<file path="config.mk">
export PLATFORM = sky130hd
export DESIGN_NAME = spg_pm_event
export DESIGN_NICKNAME = d
export VERILOG_FILES = /design/src/rtl/spg_pkg.sv /design/src/rtl/spg_pm_event.sv
export SDC_FILE = /design/constraint.sdc
export NUM_CORES = 1
export LEC_CHECK = 0
export ABC_CLOCK_PERIOD_IN_PS = 1700
export BUFFER_PORTS_ARGS = -buffer_cell sky130_fd_sc_hd__buf_2
export CAP_MARGIN = 20
export CORE_MARGIN = 10
export CORE_UTILIZATION = 45
export DETAILED_ROUTE_END_ITERATION = 7
export PLACE_DENSITY = 0.75
export SYNTH_ARGS = -nofsm -noshare
export SYNTH_HDL_FRONTEND = slang
export SYNTH_SLANG_ARGS = --single-unit
</file>
<file path="constraint.sdc">
create_clock -name clk -period 1.7 [get_ports clk]
set_clock_uncertainty 0.05 [all_clocks]
set_input_delay 0.255 -clock clk [delete_from_list [all_inputs] [get_ports clk]]
set_output_delay 0.255 -clock clk [all_outputs]
set_load 0.02 [all_outputs]
</file>
<file path="src/rtl/spg_pkg.sv">
// package: register map, fields and constants of the sleep output and smi/sci block
package spg_pkg;
   // ==========================================================
   // register byte offsets
   localparam logic [7:0] CTRL_OFF    = 8'h00;
   localparam logic [7:0] SRC_STS_OFF = 8'h04;
   localparam logic [7:0] SRC_EN_OFF  = 8'h08;
   localparam logic [7:0] SLEEP_OFF   = 8'h0C;
   localparam logic [7:0] IRQ_STS_OFF = 8'h10;
   localparam logic [7:0] IRQ_CLR_OFF = 8'h14;
   localparam logic [7:0] IRQ_EN_OFF  = 8'h18;

   // ==========================================================
   // sizes
   localparam int NUM_SRC   = 8;
   localparam int NUM_LINE  = 7;
   localparam int NUM_IRQEV = 3;

   // ==========================================================
   // control register fields
   localparam int CTRL_SEL_BIT    = 0;  // interrupt select: 1 control irq, 0 mgmt irq
   localparam int CTRL_GBL_BIT    = 1;  // global mgmt irq enable
   localparam int CTRL_APIC_BIT   = 2;  // advanced interrupt controller in use
   localparam int CTRL_REARM_BIT  = 3;  // handler re-arm, write 1 sets
   localparam int CTRL_ROUTE_LSB  = 4;  // 3-bit route index
   localparam int CTRL_ROUTE_W    = 3;

   // ==========================================================
   // sleep register fields
   localparam int SLP_STATE_LSB   = 0;  // 2-bit target state
   localparam int SLP_ENGOFF_BIT  = 2;
   localparam int SLP_HOSTWOL_BIT = 3;
   localparam int SLP_ENGWOL_BIT  = 4;
   localparam int SLP_SUSOFF_BIT  = 5;

   // ==========================================================
   // interrupt status events
   localparam int EV_SMI_SENT  = 0;
   localparam int EV_SCI_RISE  = 1;
   localparam int EV_SLP_CHG   = 2;

   // ==========================================================
   // source capabilities and routing lines (index 0..6 = irq 9,10,11,20,21,22,23)
   localparam logic [NUM_SRC-1:0]  SRC_SCI_CAP   = 8'h0F;
   localparam logic [NUM_SRC-1:0]  SRC_SMI_CAP   = 8'hFC;
   localparam logic [NUM_LINE-1:0] LINE_SHARED   = 7'h78;  // lines shared with pci irq
   localparam logic [2:0]          LEGACY_MAXIDX = 3'h2;
   localparam logic [2:0]          APIC_MAXIDX   = 3'h6;
   localparam logic                REARM_RST     = 1'b1;

   typedef enum logic [1:0] {SLP_S0, S3_SLEEP_OUT, S4_SLEEP_OUT, S5_SLEEP_OUT} spg_sleep_e;
endpackage

</file>
<file path="src/rtl/spg_pm_event.sv">
// module: mgmt/control interrupt generation and sleep power outputs
`timescale 1ns/100ps
`default_nettype none
module spg_pm_event (
   input  wire logic                        clk,               // 200 MHz clock
   input  wire logic                        rst_b,             // sync reset, active low
   input  wire logic                        hsel,              // ahb select
   input  wire logic [31:0]                 haddr,             // ahb address
   input  wire logic [1:0]                  htrans,            // ahb transfer type
   input  wire logic                        hwrite,            // ahb write
   input  wire logic [2:0]                  hsize,             // ahb size
   input  wire logic [31:0]                 hwdata,            // ahb write data
   input  wire logic                        hready,            // ahb bus ready
   output logic      [31:0]                 hrdata,            // ahb read data
   output logic                             hreadyout,         // ahb slave ready
   output logic                             hresp,             // ahb response, okay
   input  wire logic [spg_pkg::NUM_SRC-1:0] eventIn,           // async source events
   output logic                             virtualWireMessage, // mgmt irq message pulse
   output logic [spg_pkg::NUM_LINE-1:0]     irqLineOut,        // control irq lines
   output logic                             s3SleepOut,        // high = asserted
   output logic                             s4SleepOut,        // high = asserted
   output logic                             s5SleepOut,        // high = asserted
   output logic                             enginePowerOffOut, // high = asserted
   output logic                             networkPowerOffOut, // high = asserted
   output logic                             suspendWellOffOut, // high = asserted
   output logic                             irqOut             // block interrupt level
);
   // ==========================================================
   // state
   logic [spg_pkg::NUM_SRC-1:0]   evSync1_reg, evSync2_reg;
   logic [spg_pkg::NUM_SRC-1:0]   srcSts_reg, srcEn_reg;
   logic                          selBit_reg, gblEn_reg, apic_reg, rearm_reg;
   logic [2:0]                    route_reg;
   logic [1:0]                    sleep_reg;
   logic                          engOff_reg, hostWol_reg, engWol_reg, susOff_reg;
   logic [spg_pkg::NUM_IRQEV-1:0] irqSts_reg, irqEn_reg;
   logic                          dWr_reg, dRd_reg;
   logic [7:0]                    dAddr_reg;
   logic                          sciLevel_reg;
   logic                          pendSmi, pendSci, smiFire;
   logic                          wrStb, rdStb;
   logic [2:0]                    lineIdx;
   logic [spg_pkg::NUM_IRQEV-1:0] irqEvent;
   logic [spg_pkg::NUM_SRC-1:0]   stsClr;

   // ==========================================================
   // bus decode helpers
   function automatic logic isReg(input logic [7:0] a, input logic [7:0] off);
      isReg = (a == off);
   endfunction

   // address phase accepted only when bus is ready and transfer is active
   assign rdStb = hsel && hready && htrans[1] && !hwrite;
   assign wrStb = dWr_reg;

   // ==========================================================
   // two-flop synchroniser for external event pins
   always_ff @(posedge clk) begin
      if (!rst_b) begin
         evSync1_reg <= '0;
         evSync2_reg <= '0;
      end else begin
         evSync1_reg <= eventIn;
         evSync2_reg <= evSync1_reg;
      end
   end

   // ==========================================================
   // pending conditions
   // select bit steers each enabled source to at most one interrupt type; a source without that type's capability raises neither
   assign pendSci = selBit_reg && |(srcSts_reg & srcEn_reg & spg_pkg::SRC_SCI_CAP);
   assign pendSmi = !selBit_reg && gblEn_reg
                    && |(srcSts_reg & srcEn_reg & spg_pkg::SRC_SMI_CAP);
   assign smiFire = pendSmi && rearm_reg;

   // ==========================================================
   // data phase latch; zero wait states, so hreadyout stays high
   always_ff @(posedge clk) begin
      if (!rst_b) begin
         dWr_reg   <= 1'b0;
         dRd_reg   <= 1'b0;
         dAddr_reg <= 8'h00;
      end else begin
         dWr_reg   <= hsel && hready && htrans[1] && hwrite;
         dRd_reg   <= rdStb;
         dAddr_reg <= haddr[7:0];
      end
   end

   // ==========================================================
   // source status: sticky, write one to clear, new event beats clear
   assign stsClr = (wrStb && isReg(dAddr_reg, spg_pkg::SRC_STS_OFF))
                   ? hwdata[spg_pkg::NUM_SRC-1:0] : '0;
   always_ff @(posedge clk) begin
      if (!rst_b) begin
         srcSts_reg <= '0;
      end else begin
         srcSts_reg <= (srcSts_reg & ~stsClr) | evSync2_reg;
      end
   end

   // ==========================================================
   // software-written configuration
   always_ff @(posedge clk) begin
      if (!rst_b) begin
         srcEn_reg   <= '0;
         selBit_reg  <= 1'b0;
         gblEn_reg   <= 1'b0;
         apic_reg    <= 1'b0;
         route_reg   <= 3'h0;
         sleep_reg   <= 2'h0;
         engOff_reg  <= 1'b0;
         hostWol_reg <= 1'b0;
         engWol_reg  <= 1'b0;
         susOff_reg  <= 1'b0;
         irqEn_reg   <= '0;
      end else if (wrStb) begin
         if (isReg(dAddr_reg, spg_pkg::SRC_EN_OFF)) begin
            srcEn_reg <= hwdata[spg_pkg::NUM_SRC-1:0];
         end
         if (isReg(dAddr_reg, spg_pkg::CTRL_OFF)) begin
            selBit_reg <= hwdata[spg_pkg::CTRL_SEL_BIT];
            gblEn_reg  <= hwdata[spg_pkg::CTRL_GBL_BIT];
            apic_reg   <= hwdata[spg_pkg::CTRL_APIC_BIT];
            route_reg  <= hwdata[spg_pkg::CTRL_ROUTE_LSB +: spg_pkg::CTRL_ROUTE_W];
         end
         if (isReg(dAddr_reg, spg_pkg::SLEEP_OFF)) begin
            sleep_reg   <= hwdata[spg_pkg::SLP_STATE_LSB +: 2];
            engOff_reg  <= hwdata[spg_pkg::SLP_ENGOFF_BIT];
            hostWol_reg <= hwdata[spg_pkg::SLP_HOSTWOL_BIT];
            engWol_reg  <= hwdata[spg_pkg::SLP_ENGWOL_BIT];
            susOff_reg  <= hwdata[spg_pkg::SLP_SUSOFF_BIT];
         end
         if (isReg(dAddr_reg, spg_pkg::IRQ_EN_OFF)) begin
            irqEn_reg <= hwdata[spg_pkg::NUM_IRQEV-1:0];
         end
      end
   end

   // ==========================================================
   // handler re-arm: hardware clears on send; a software set in the same
   // cycle as a send loses, since that send already serviced the events
   always_ff @(posedge clk) begin
      if (!rst_b) begin
         rearm_reg <= spg_pkg::REARM_RST;
      end else if (smiFire) begin
         rearm_reg <= 1'b0;
      end else if (wrStb && isReg(dAddr_reg, spg_pkg::CTRL_OFF)
                   && hwdata[spg_pkg::CTRL_REARM_BIT]) begin
         rearm_reg <= 1'b1;
      end
   end

   // ==========================================================
   // mgmt interrupt leaves as a one-cycle message pulse, no dedicated pin
   always_ff @(posedge clk) begin
      if (!rst_b) begin
         virtualWireMessage <= 1'b0;
      end else begin
         virtualWireMessage <= smiFire;
      end
   end

   // ==========================================================
   // control interrupt routing; out-of-range index falls back to line 0
   always_comb begin
      lineIdx = route_reg;
      if (!apic_reg && route_reg > spg_pkg::LEGACY_MAXIDX) begin
         lineIdx = 3'h0;
      end else if (route_reg > spg_pkg::APIC_MAXIDX) begin
         lineIdx = 3'h0;
      end
   end

   always_ff @(posedge clk) begin
      if (!rst_b) begin
         sciLevel_reg <= 1'b0;
      end else begin
         sciLevel_reg <= pendSci;
      end
   end

   // shared lines idle high and assert low, others assert high
   genvar g;
   generate
      for (g = 0; g < spg_pkg::NUM_LINE; g++) begin : gLine
         always_ff @(posedge clk) begin
            if (!rst_b) begin
               irqLineOut[g] <= spg_pkg::LINE_SHARED[g];
            end else begin
               irqLineOut[g] <= spg_pkg::LINE_SHARED[g]
                                ^ (pendSci && lineIdx == 3'(g));
            end
         end
      end
   endgenerate

   // ==========================================================
   // sleep and power plane outputs
   always_ff @(posedge clk) begin
      if (!rst_b) begin
         s3SleepOut         <= 1'b0;
         s4SleepOut         <= 1'b0;
         s5SleepOut         <= 1'b0;
         enginePowerOffOut  <= 1'b0;
         networkPowerOffOut <= 1'b0;
         suspendWellOffOut  <= 1'b0;
      end else begin
         s3SleepOut         <= sleep_reg != 2'(spg_pkg::SLP_S0);
         s4SleepOut         <= sleep_reg == 2'(spg_pkg::S4_SLEEP_OUT)
                               || sleep_reg == 2'(spg_pkg::S5_SLEEP_OUT);
         s5SleepOut         <= sleep_reg == 2'(spg_pkg::S5_SLEEP_OUT);
         enginePowerOffOut  <= engOff_reg;
         networkPowerOffOut <= (sleep_reg != 2'(spg_pkg::SLP_S0) || engOff_reg)
                               && !hostWol_reg && !engWol_reg;
         suspendWellOffOut  <= susOff_reg
                               && sleep_reg != 2'(spg_pkg::SLP_S0);
      end
   end

   // ==========================================================
   // block interrupt: sticky events, set wins over clear
   assign irqEvent[spg_pkg::EV_SMI_SENT] = smiFire;
   assign irqEvent[spg_pkg::EV_SCI_RISE] = pendSci && !sciLevel_reg;
   assign irqEvent[spg_pkg::EV_SLP_CHG]  = wrStb && isReg(dAddr_reg, spg_pkg::SLEEP_OFF)
                                           && hwdata[spg_pkg::SLP_STATE_LSB +: 2] != sleep_reg;
   always_ff @(posedge clk) begin
      if (!rst_b) begin
         irqSts_reg <= '0;
         irqOut     <= 1'b0;
      end else begin
         if (wrStb && isReg(dAddr_reg, spg_pkg::IRQ_CLR_OFF)) begin
            irqSts_reg <= (irqSts_reg & ~hwdata[spg_pkg::NUM_IRQEV-1:0]) | irqEvent;
         end else begin
            irqSts_reg <= irqSts_reg | irqEvent;
         end
         irqOut <= |(irqSts_reg & irqEn_reg);
      end
   end

   // ==========================================================
   // read data registered in the address phase, stands in the data phase
   always_ff @(posedge clk) begin
      if (!rst_b) begin
         hrdata    <= 32'h0000_0000;
         hreadyout <= 1'b1;
         hresp     <= 1'b0;
      end else begin
         hreadyout <= 1'b1;
         hresp     <= 1'b0;
         hrdata    <= 32'h0000_0000;
         if (rdStb) begin
            case (haddr[7:0])
               spg_pkg::CTRL_OFF:    hrdata <= {25'h0, route_reg, rearm_reg,
                                                apic_reg, gblEn_reg, selBit_reg};
               spg_pkg::SRC_STS_OFF: hrdata <= {24'h0, srcSts_reg};
               spg_pkg::SRC_EN_OFF:  hrdata <= {24'h0, srcEn_reg};
               spg_pkg::SLEEP_OFF:   hrdata <= {26'h0, susOff_reg, engWol_reg,
                                                hostWol_reg, engOff_reg, sleep_reg};
               spg_pkg::IRQ_STS_OFF: hrdata <= {29'h0, irqSts_reg};
               spg_pkg::IRQ_EN_OFF:  hrdata <= {29'h0, irqEn_reg};
               default:              hrdata <= 32'h0000_0000;
            endcase
         end
      end
   end

   // ==========================================================
   // checks
   AST_SMI_PULSE: assert property (@(posedge clk) disable iff (!rst_b)
      smiFire |=> virtualWireMessage && !rearm_reg)
      else $error("mgmt message or rearm clear missing");

   AST_SMI_ONE: assert property (@(posedge clk) disable iff (!rst_b)
      virtualWireMessage |=> !virtualWireMessage)
      else $error("mgmt message longer than one cycle");

   AST_SMI_HOLD: assert property (@(posedge clk) disable iff (!rst_b)
      !rearm_reg && !(wrStb && isReg(dAddr_reg, spg_pkg::CTRL_OFF)) |=> !virtualWireMessage [*2])
      else $error("mgmt message sent while not rearmed");

   AST_REARM_RESEND: assert property (@(posedge clk) disable iff (!rst_b)
      !rearm_reg && pendSmi && wrStb && isReg(dAddr_reg, spg_pkg::CTRL_OFF)
      && hwdata[spg_pkg::CTRL_REARM_BIT] && !hwdata[spg_pkg::CTRL_SEL_BIT]
      && hwdata[spg_pkg::CTRL_GBL_BIT] |=> ##1 virtualWireMessage)
      else $error("rearm with pending events did not resend");

   AST_SCI_LEVEL: assert property (@(posedge clk) disable iff (!rst_b)
      pendSci |=> (irqLineOut ^ spg_pkg::LINE_SHARED) != 7'h00)
      else $error("control irq level dropped while source active");

   AST_LEGACY_ROUTE: assert property (@(posedge clk) disable iff (!rst_b)
      !$past(apic_reg) |-> ((irqLineOut ^ spg_pkg::LINE_SHARED) & 7'h78) == 7'h00)
      else $error("legacy route outside lines 9 to 11");

   AST_POLARITY: assert property (@(posedge clk) disable iff (!rst_b)
      !pendSci |=> irqLineOut == spg_pkg::LINE_SHARED)
      else $error("idle line level wrong for its sharing");

   AST_GBL_OFF: assert property (@(posedge clk) disable iff (!rst_b)
      !gblEn_reg |-> !smiFire)
      else $error("mgmt interrupt without global enable");

   AST_SELECT: assert property (@(posedge clk) disable iff (!rst_b)
      !(pendSci && pendSmi))
      else $error("both interrupt types pending");

   AST_NET_OFF: assert property (@(posedge clk) disable iff (!rst_b)
      (hostWol_reg || engWol_reg) |=> !networkPowerOffOut)
      else $error("network off with wake-on-lan");

   AST_S5_IMPL: assert property (@(posedge clk) disable iff (!rst_b)
      s5SleepOut |-> s4SleepOut && s3SleepOut)
      else $error("s5 without s4 and s3");
endmodule
`default_nettype wire

</file>
==> results.py <==
metrics = {
    "power": {
        "powerDensity_mw_per_mm2": 975,
        "ir_worst_vdd_mv": 0.432,
        "p_leak_nw": 1.65,
    },
    "min_path": {
        "whs_path_depth": 2,
        "hold_path.startpoint": "eventIn[5]",
        "hp-class": "in2reg",
        "min_to": "evSync1_reg[5]$_SDFF_PN0_",
    },
    "die": {
        "dieArea_mm2": 0.0111,
        "initial_core_util": 0.459,
        "row_count": 31,
        "die_x_um": 106,
        "io-pin-count": 131,
        "die_y_um": 106,
        "core_area_mm2": 0.00718,
    },
    "logic_synthesis": {
        "synth-main-ff-cell": "dfxtp_1",
        "ys_warn_count": 0,
        "synth.avg_cell_area_um2": 10.4,
        "ys_ff_latch": 84,
        "synth_edf_count": 0,
        "synth_area_mm2": 0.00329,
        "synthArstFlopShare": 0,
        "seq_area_frac_synth": 0.510,
        "synthCells": 316,
        "synth_cell_types": 40,
    },
    "critical_path": {
        "r2r-start": "dAddr_reg[2]$_SDFF_PN0_",
        "slowest_stage": "nor4_1",
        "r2r_end": "srcEn_reg[0]$_SDFFE_PN0P_",
        "reg2reg_slack_ns": 0.16,
        "crit_family": "simple AND/OR/NAND/NOR gates",
        "worstPathMaxFanout": 8,
        "critPathMaxStageDelay_ns": 0.46,
        "crit_type": "reg2reg",
        "required_ns": 1.92,
        "cp_cell_sequence": "nor4_1, nand3_2, mux2i_1",
        "cp_data_arrival_time_ns": 1.76,
        "reg2reg_depth": 3,
        "start_kind": "flip-flop",
        "end_kind": "flip-flop",
        "worst-path-buf-inv": 0,
    },
    "place": {
        "dp_hpwl_mm": 5.20,
        "post_dp_cell_area_mm2": 0.00357,
        "io_buffers": 52,
        "gp_congestion": 0.884,
    },
    "sta": {
        "hold_slack_ns": 0.0563,
        "setup_violations": 0,
        "min_period_ns": 1.54,
        "tns_ns": 0,
        "min_period_over_period": 0.908,
        "drv_slew": 0,
        "hold_violations": 0,
        "rsz0062_at_grt": "no",
        "max_freq_mhz": 648,
    },
    "global_routing": {
        "grt_pass1_wl_mm": 11.4,
        "grt_max_degree": 67,
        "track_usage": 0.126,
        "grt_pass1_vias": 2321,
        "overflow": 0,
        "grt_antenna_before_repair": 0,
    },
    "layout": {
        "filler_cell_count": 665,
        "final_area_mm2": 0.00377,
        "postLayoutCoreUtil": 0.526,
        "drive_gt1_frac": 0.233,
        "final_nets": 452,
        "area_growth_pct": 14.5,
        "num_antenna_cells": 0,
    },
    "detailed_routing": {
        "drt_drc_violations_left": 0,
        "vias": 2312,
        "wl_per_cell_um": 14.6,
        "drt-vias-per-instance": 4.89,
        "antenna_left": 0,
        "initialDrtViolationCount": 100,
        "wl_mm": 6.93,
        "drtPass1Iterations": 5,
    },
    "clock_tree": {
        "cts_tree": "yes",
        "post-cts-setup-buffer-count": 0,
        "htree_levels": 3,
        "cts_root_buf": "clkbuf_8",
        "cts_buffer_depth": 2,
        "clkSlewWorstSetupHoldPaths_ns": 0.07,
        "cts_buffers": 9,
        "insertion_delay_ns": 0.35,
        "cts_sinks": 84,
        "cts-resized-gates": 0,
        "cts_hold_buffers": 0,
    },
    "status": {
        "run_status": "completed",
    },
    "flow_run": {
        "drv_cap": 0,
    },
}
synth_stat cells (all sizes together), types with 4 or more instances:
library cell | n | area share
mux2i | 23 | 0.070
a22oi | 8 | 0.018
buf | 31 | 0.068
mux2 | 4 | 0.014
nand2 | 34 | 0.039
mux4 | 6 | 0.041
a41oi | 8 | 0.021
nand4b | 4 | 0.011
nor2 | 9 | 0.010
nand3 | 4 | 0.0091
o21ai | 8 | 0.012
and2 | 27 | 0.051
dfxtp | 84 | 0.51
clkbuf | 8 | 0.0091
nor2b | 9 | 0.017
nand4 | 7 | 0.013
inv | 13 | 0.015
cell usage in the layout, fill, tap and decap left out, types with 2 or more instances in the layout:
| master | Yosys | final |
|---|---|---|
| nor2b_1 | 9 | 9 |
| o21ai_0 | 8 | 8 |
| a31oi_1 | 2 | 2 |
| nand3_1 | 2 | 2 |
| and3b_1 | 2 | 2 |
| dfxtp_1 | 84 | 84 |
| and2_1 | 27 | 27 |
| mux2i_1 | 23 | 23 |
| nand2_1 | 34 | 34 |
| a22oi_1 | 8 | 8 |
| nor2_1 | 9 | 9 |
| clkbuf_1 | 8 | 2 |
| a21boi_0 | 2 | 2 |
| xnor2_1 | 2 | 2 |
| nand3_2 | 2 | 2 |
| nor3_1 | 2 | 2 |
| nand4_1 | 7 | 7 |
| mux4_2 | 6 | 6 |
| a41oi_1 | 8 | 8 |
| buf_2 | 3 | 52 |
| conb_1 | 2 | 26 |
| inv_1 | 13 | 13 |
| nor4_1 | 2 | 2 |
| clkbuf_8 | 0 | 12 |
| mux2_2 | 4 | 4 |
| nand4b_1 | 4 | 4 |
| a32o_1 | 2 | 2 |
| buf_4 | 26 | 5 |
| o21a_1 | 2 | 2 |
| and4_1 | 2 | 2 |
layer usage:
layer	GRT usage	part of all wire
met4	0.0619	0.019
met3	0.0438	0.087
met2	0.201	0.47
met5	0	0
met1	0.148	0.42
worst register-to-register path, cell delays in order (launching register included):
cell and delay [ns]:
dfxtp_1 0.34, nor4_1 0.46, nand3_2 0.36, mux2i_1 0.26
report_power, final:
group	switching [mW]	leakage, nW	internal (mW)	total, mW
logic	0.145	0.864	0.0791	0.224
registers	0.0239	0.684	2.01	2.03
clock network	0.632	0.103	0.793	1.42
total	0.800	1.65	2.88	3.68
final cells by class:
| type | count | area (um^2) | share of cell area |
|---|---|---|---|
| Inverter | 13 | 48.8 | 0.0129 |
| Multi-Input combinational cell | 204 | 1400 | 0.371 |
| Clock buffer | 14 | 173 | 0.0458 |
| Timing Repair Buffer | 58 | 318 | 0.0842 |
| Clock inverter | 1 | 30.0 | 0.00796 |
| Sequential cell | 84 | 1680 | 0.446 |
| Tap cell | 99 | 124 | 0.0328 |
logic make-up after synthesis:
| family | count (synthesis) | share of synthesized area |
|---|---|---|
| AO/OA/AOI/OAI | 37 | 0.0832 |
| other | 2 | 0.00228 |
| AND/OR/NAND/NOR | 106 | 0.182 |
| flip-flops | 84 | 0.510 |
| multiplexers | 33 | 0.125 |
| XOR/XNOR | 2 | 0.00532 |
| buffers and inverters | 52 | 0.0923 |
how the worst max path moves through the flow:
stage | end | from | cells after the start
2_1_floorplan | engOff_reg$_SDFFE_PN0P_ | dAddr_reg[5]$_SDFF_PN0_ | 4
3_3_place_gp | srcEn_reg[7]$_SDFFE_PN0P_ | dAddr_reg[2]$_SDFF_PN0_ | 3
3_5_place_dp | srcEn_reg[0]$_SDFFE_PN0P_ | dAddr_reg[2]$_SDFF_PN0_ | 3
4_1_cts | srcEn_reg[0]$_SDFFE_PN0P_ | dAddr_reg[2]$_SDFF_PN0_ | 3
5_1_grt | srcEn_reg[0]$_SDFFE_PN0P_ | dAddr_reg[2]$_SDFF_PN0_ | 3
6_report | srcEn_reg[0]$_SDFFE_PN0P_ | dAddr_reg[2]$_SDFF_PN0_ | 3
metrics by stage:
step	instances	power, mW	setup WS, ns
after global placement	458	2.29	0.185
after detailed placement	458	2.29	0.173
after floorplan	340	2.26	0.280
after CTS	473	3.71	0.142
after global routing	473	3.82	0.0531
final	473	3.68	0.156
Note: power is estimated with default switching activity, not from simulation.
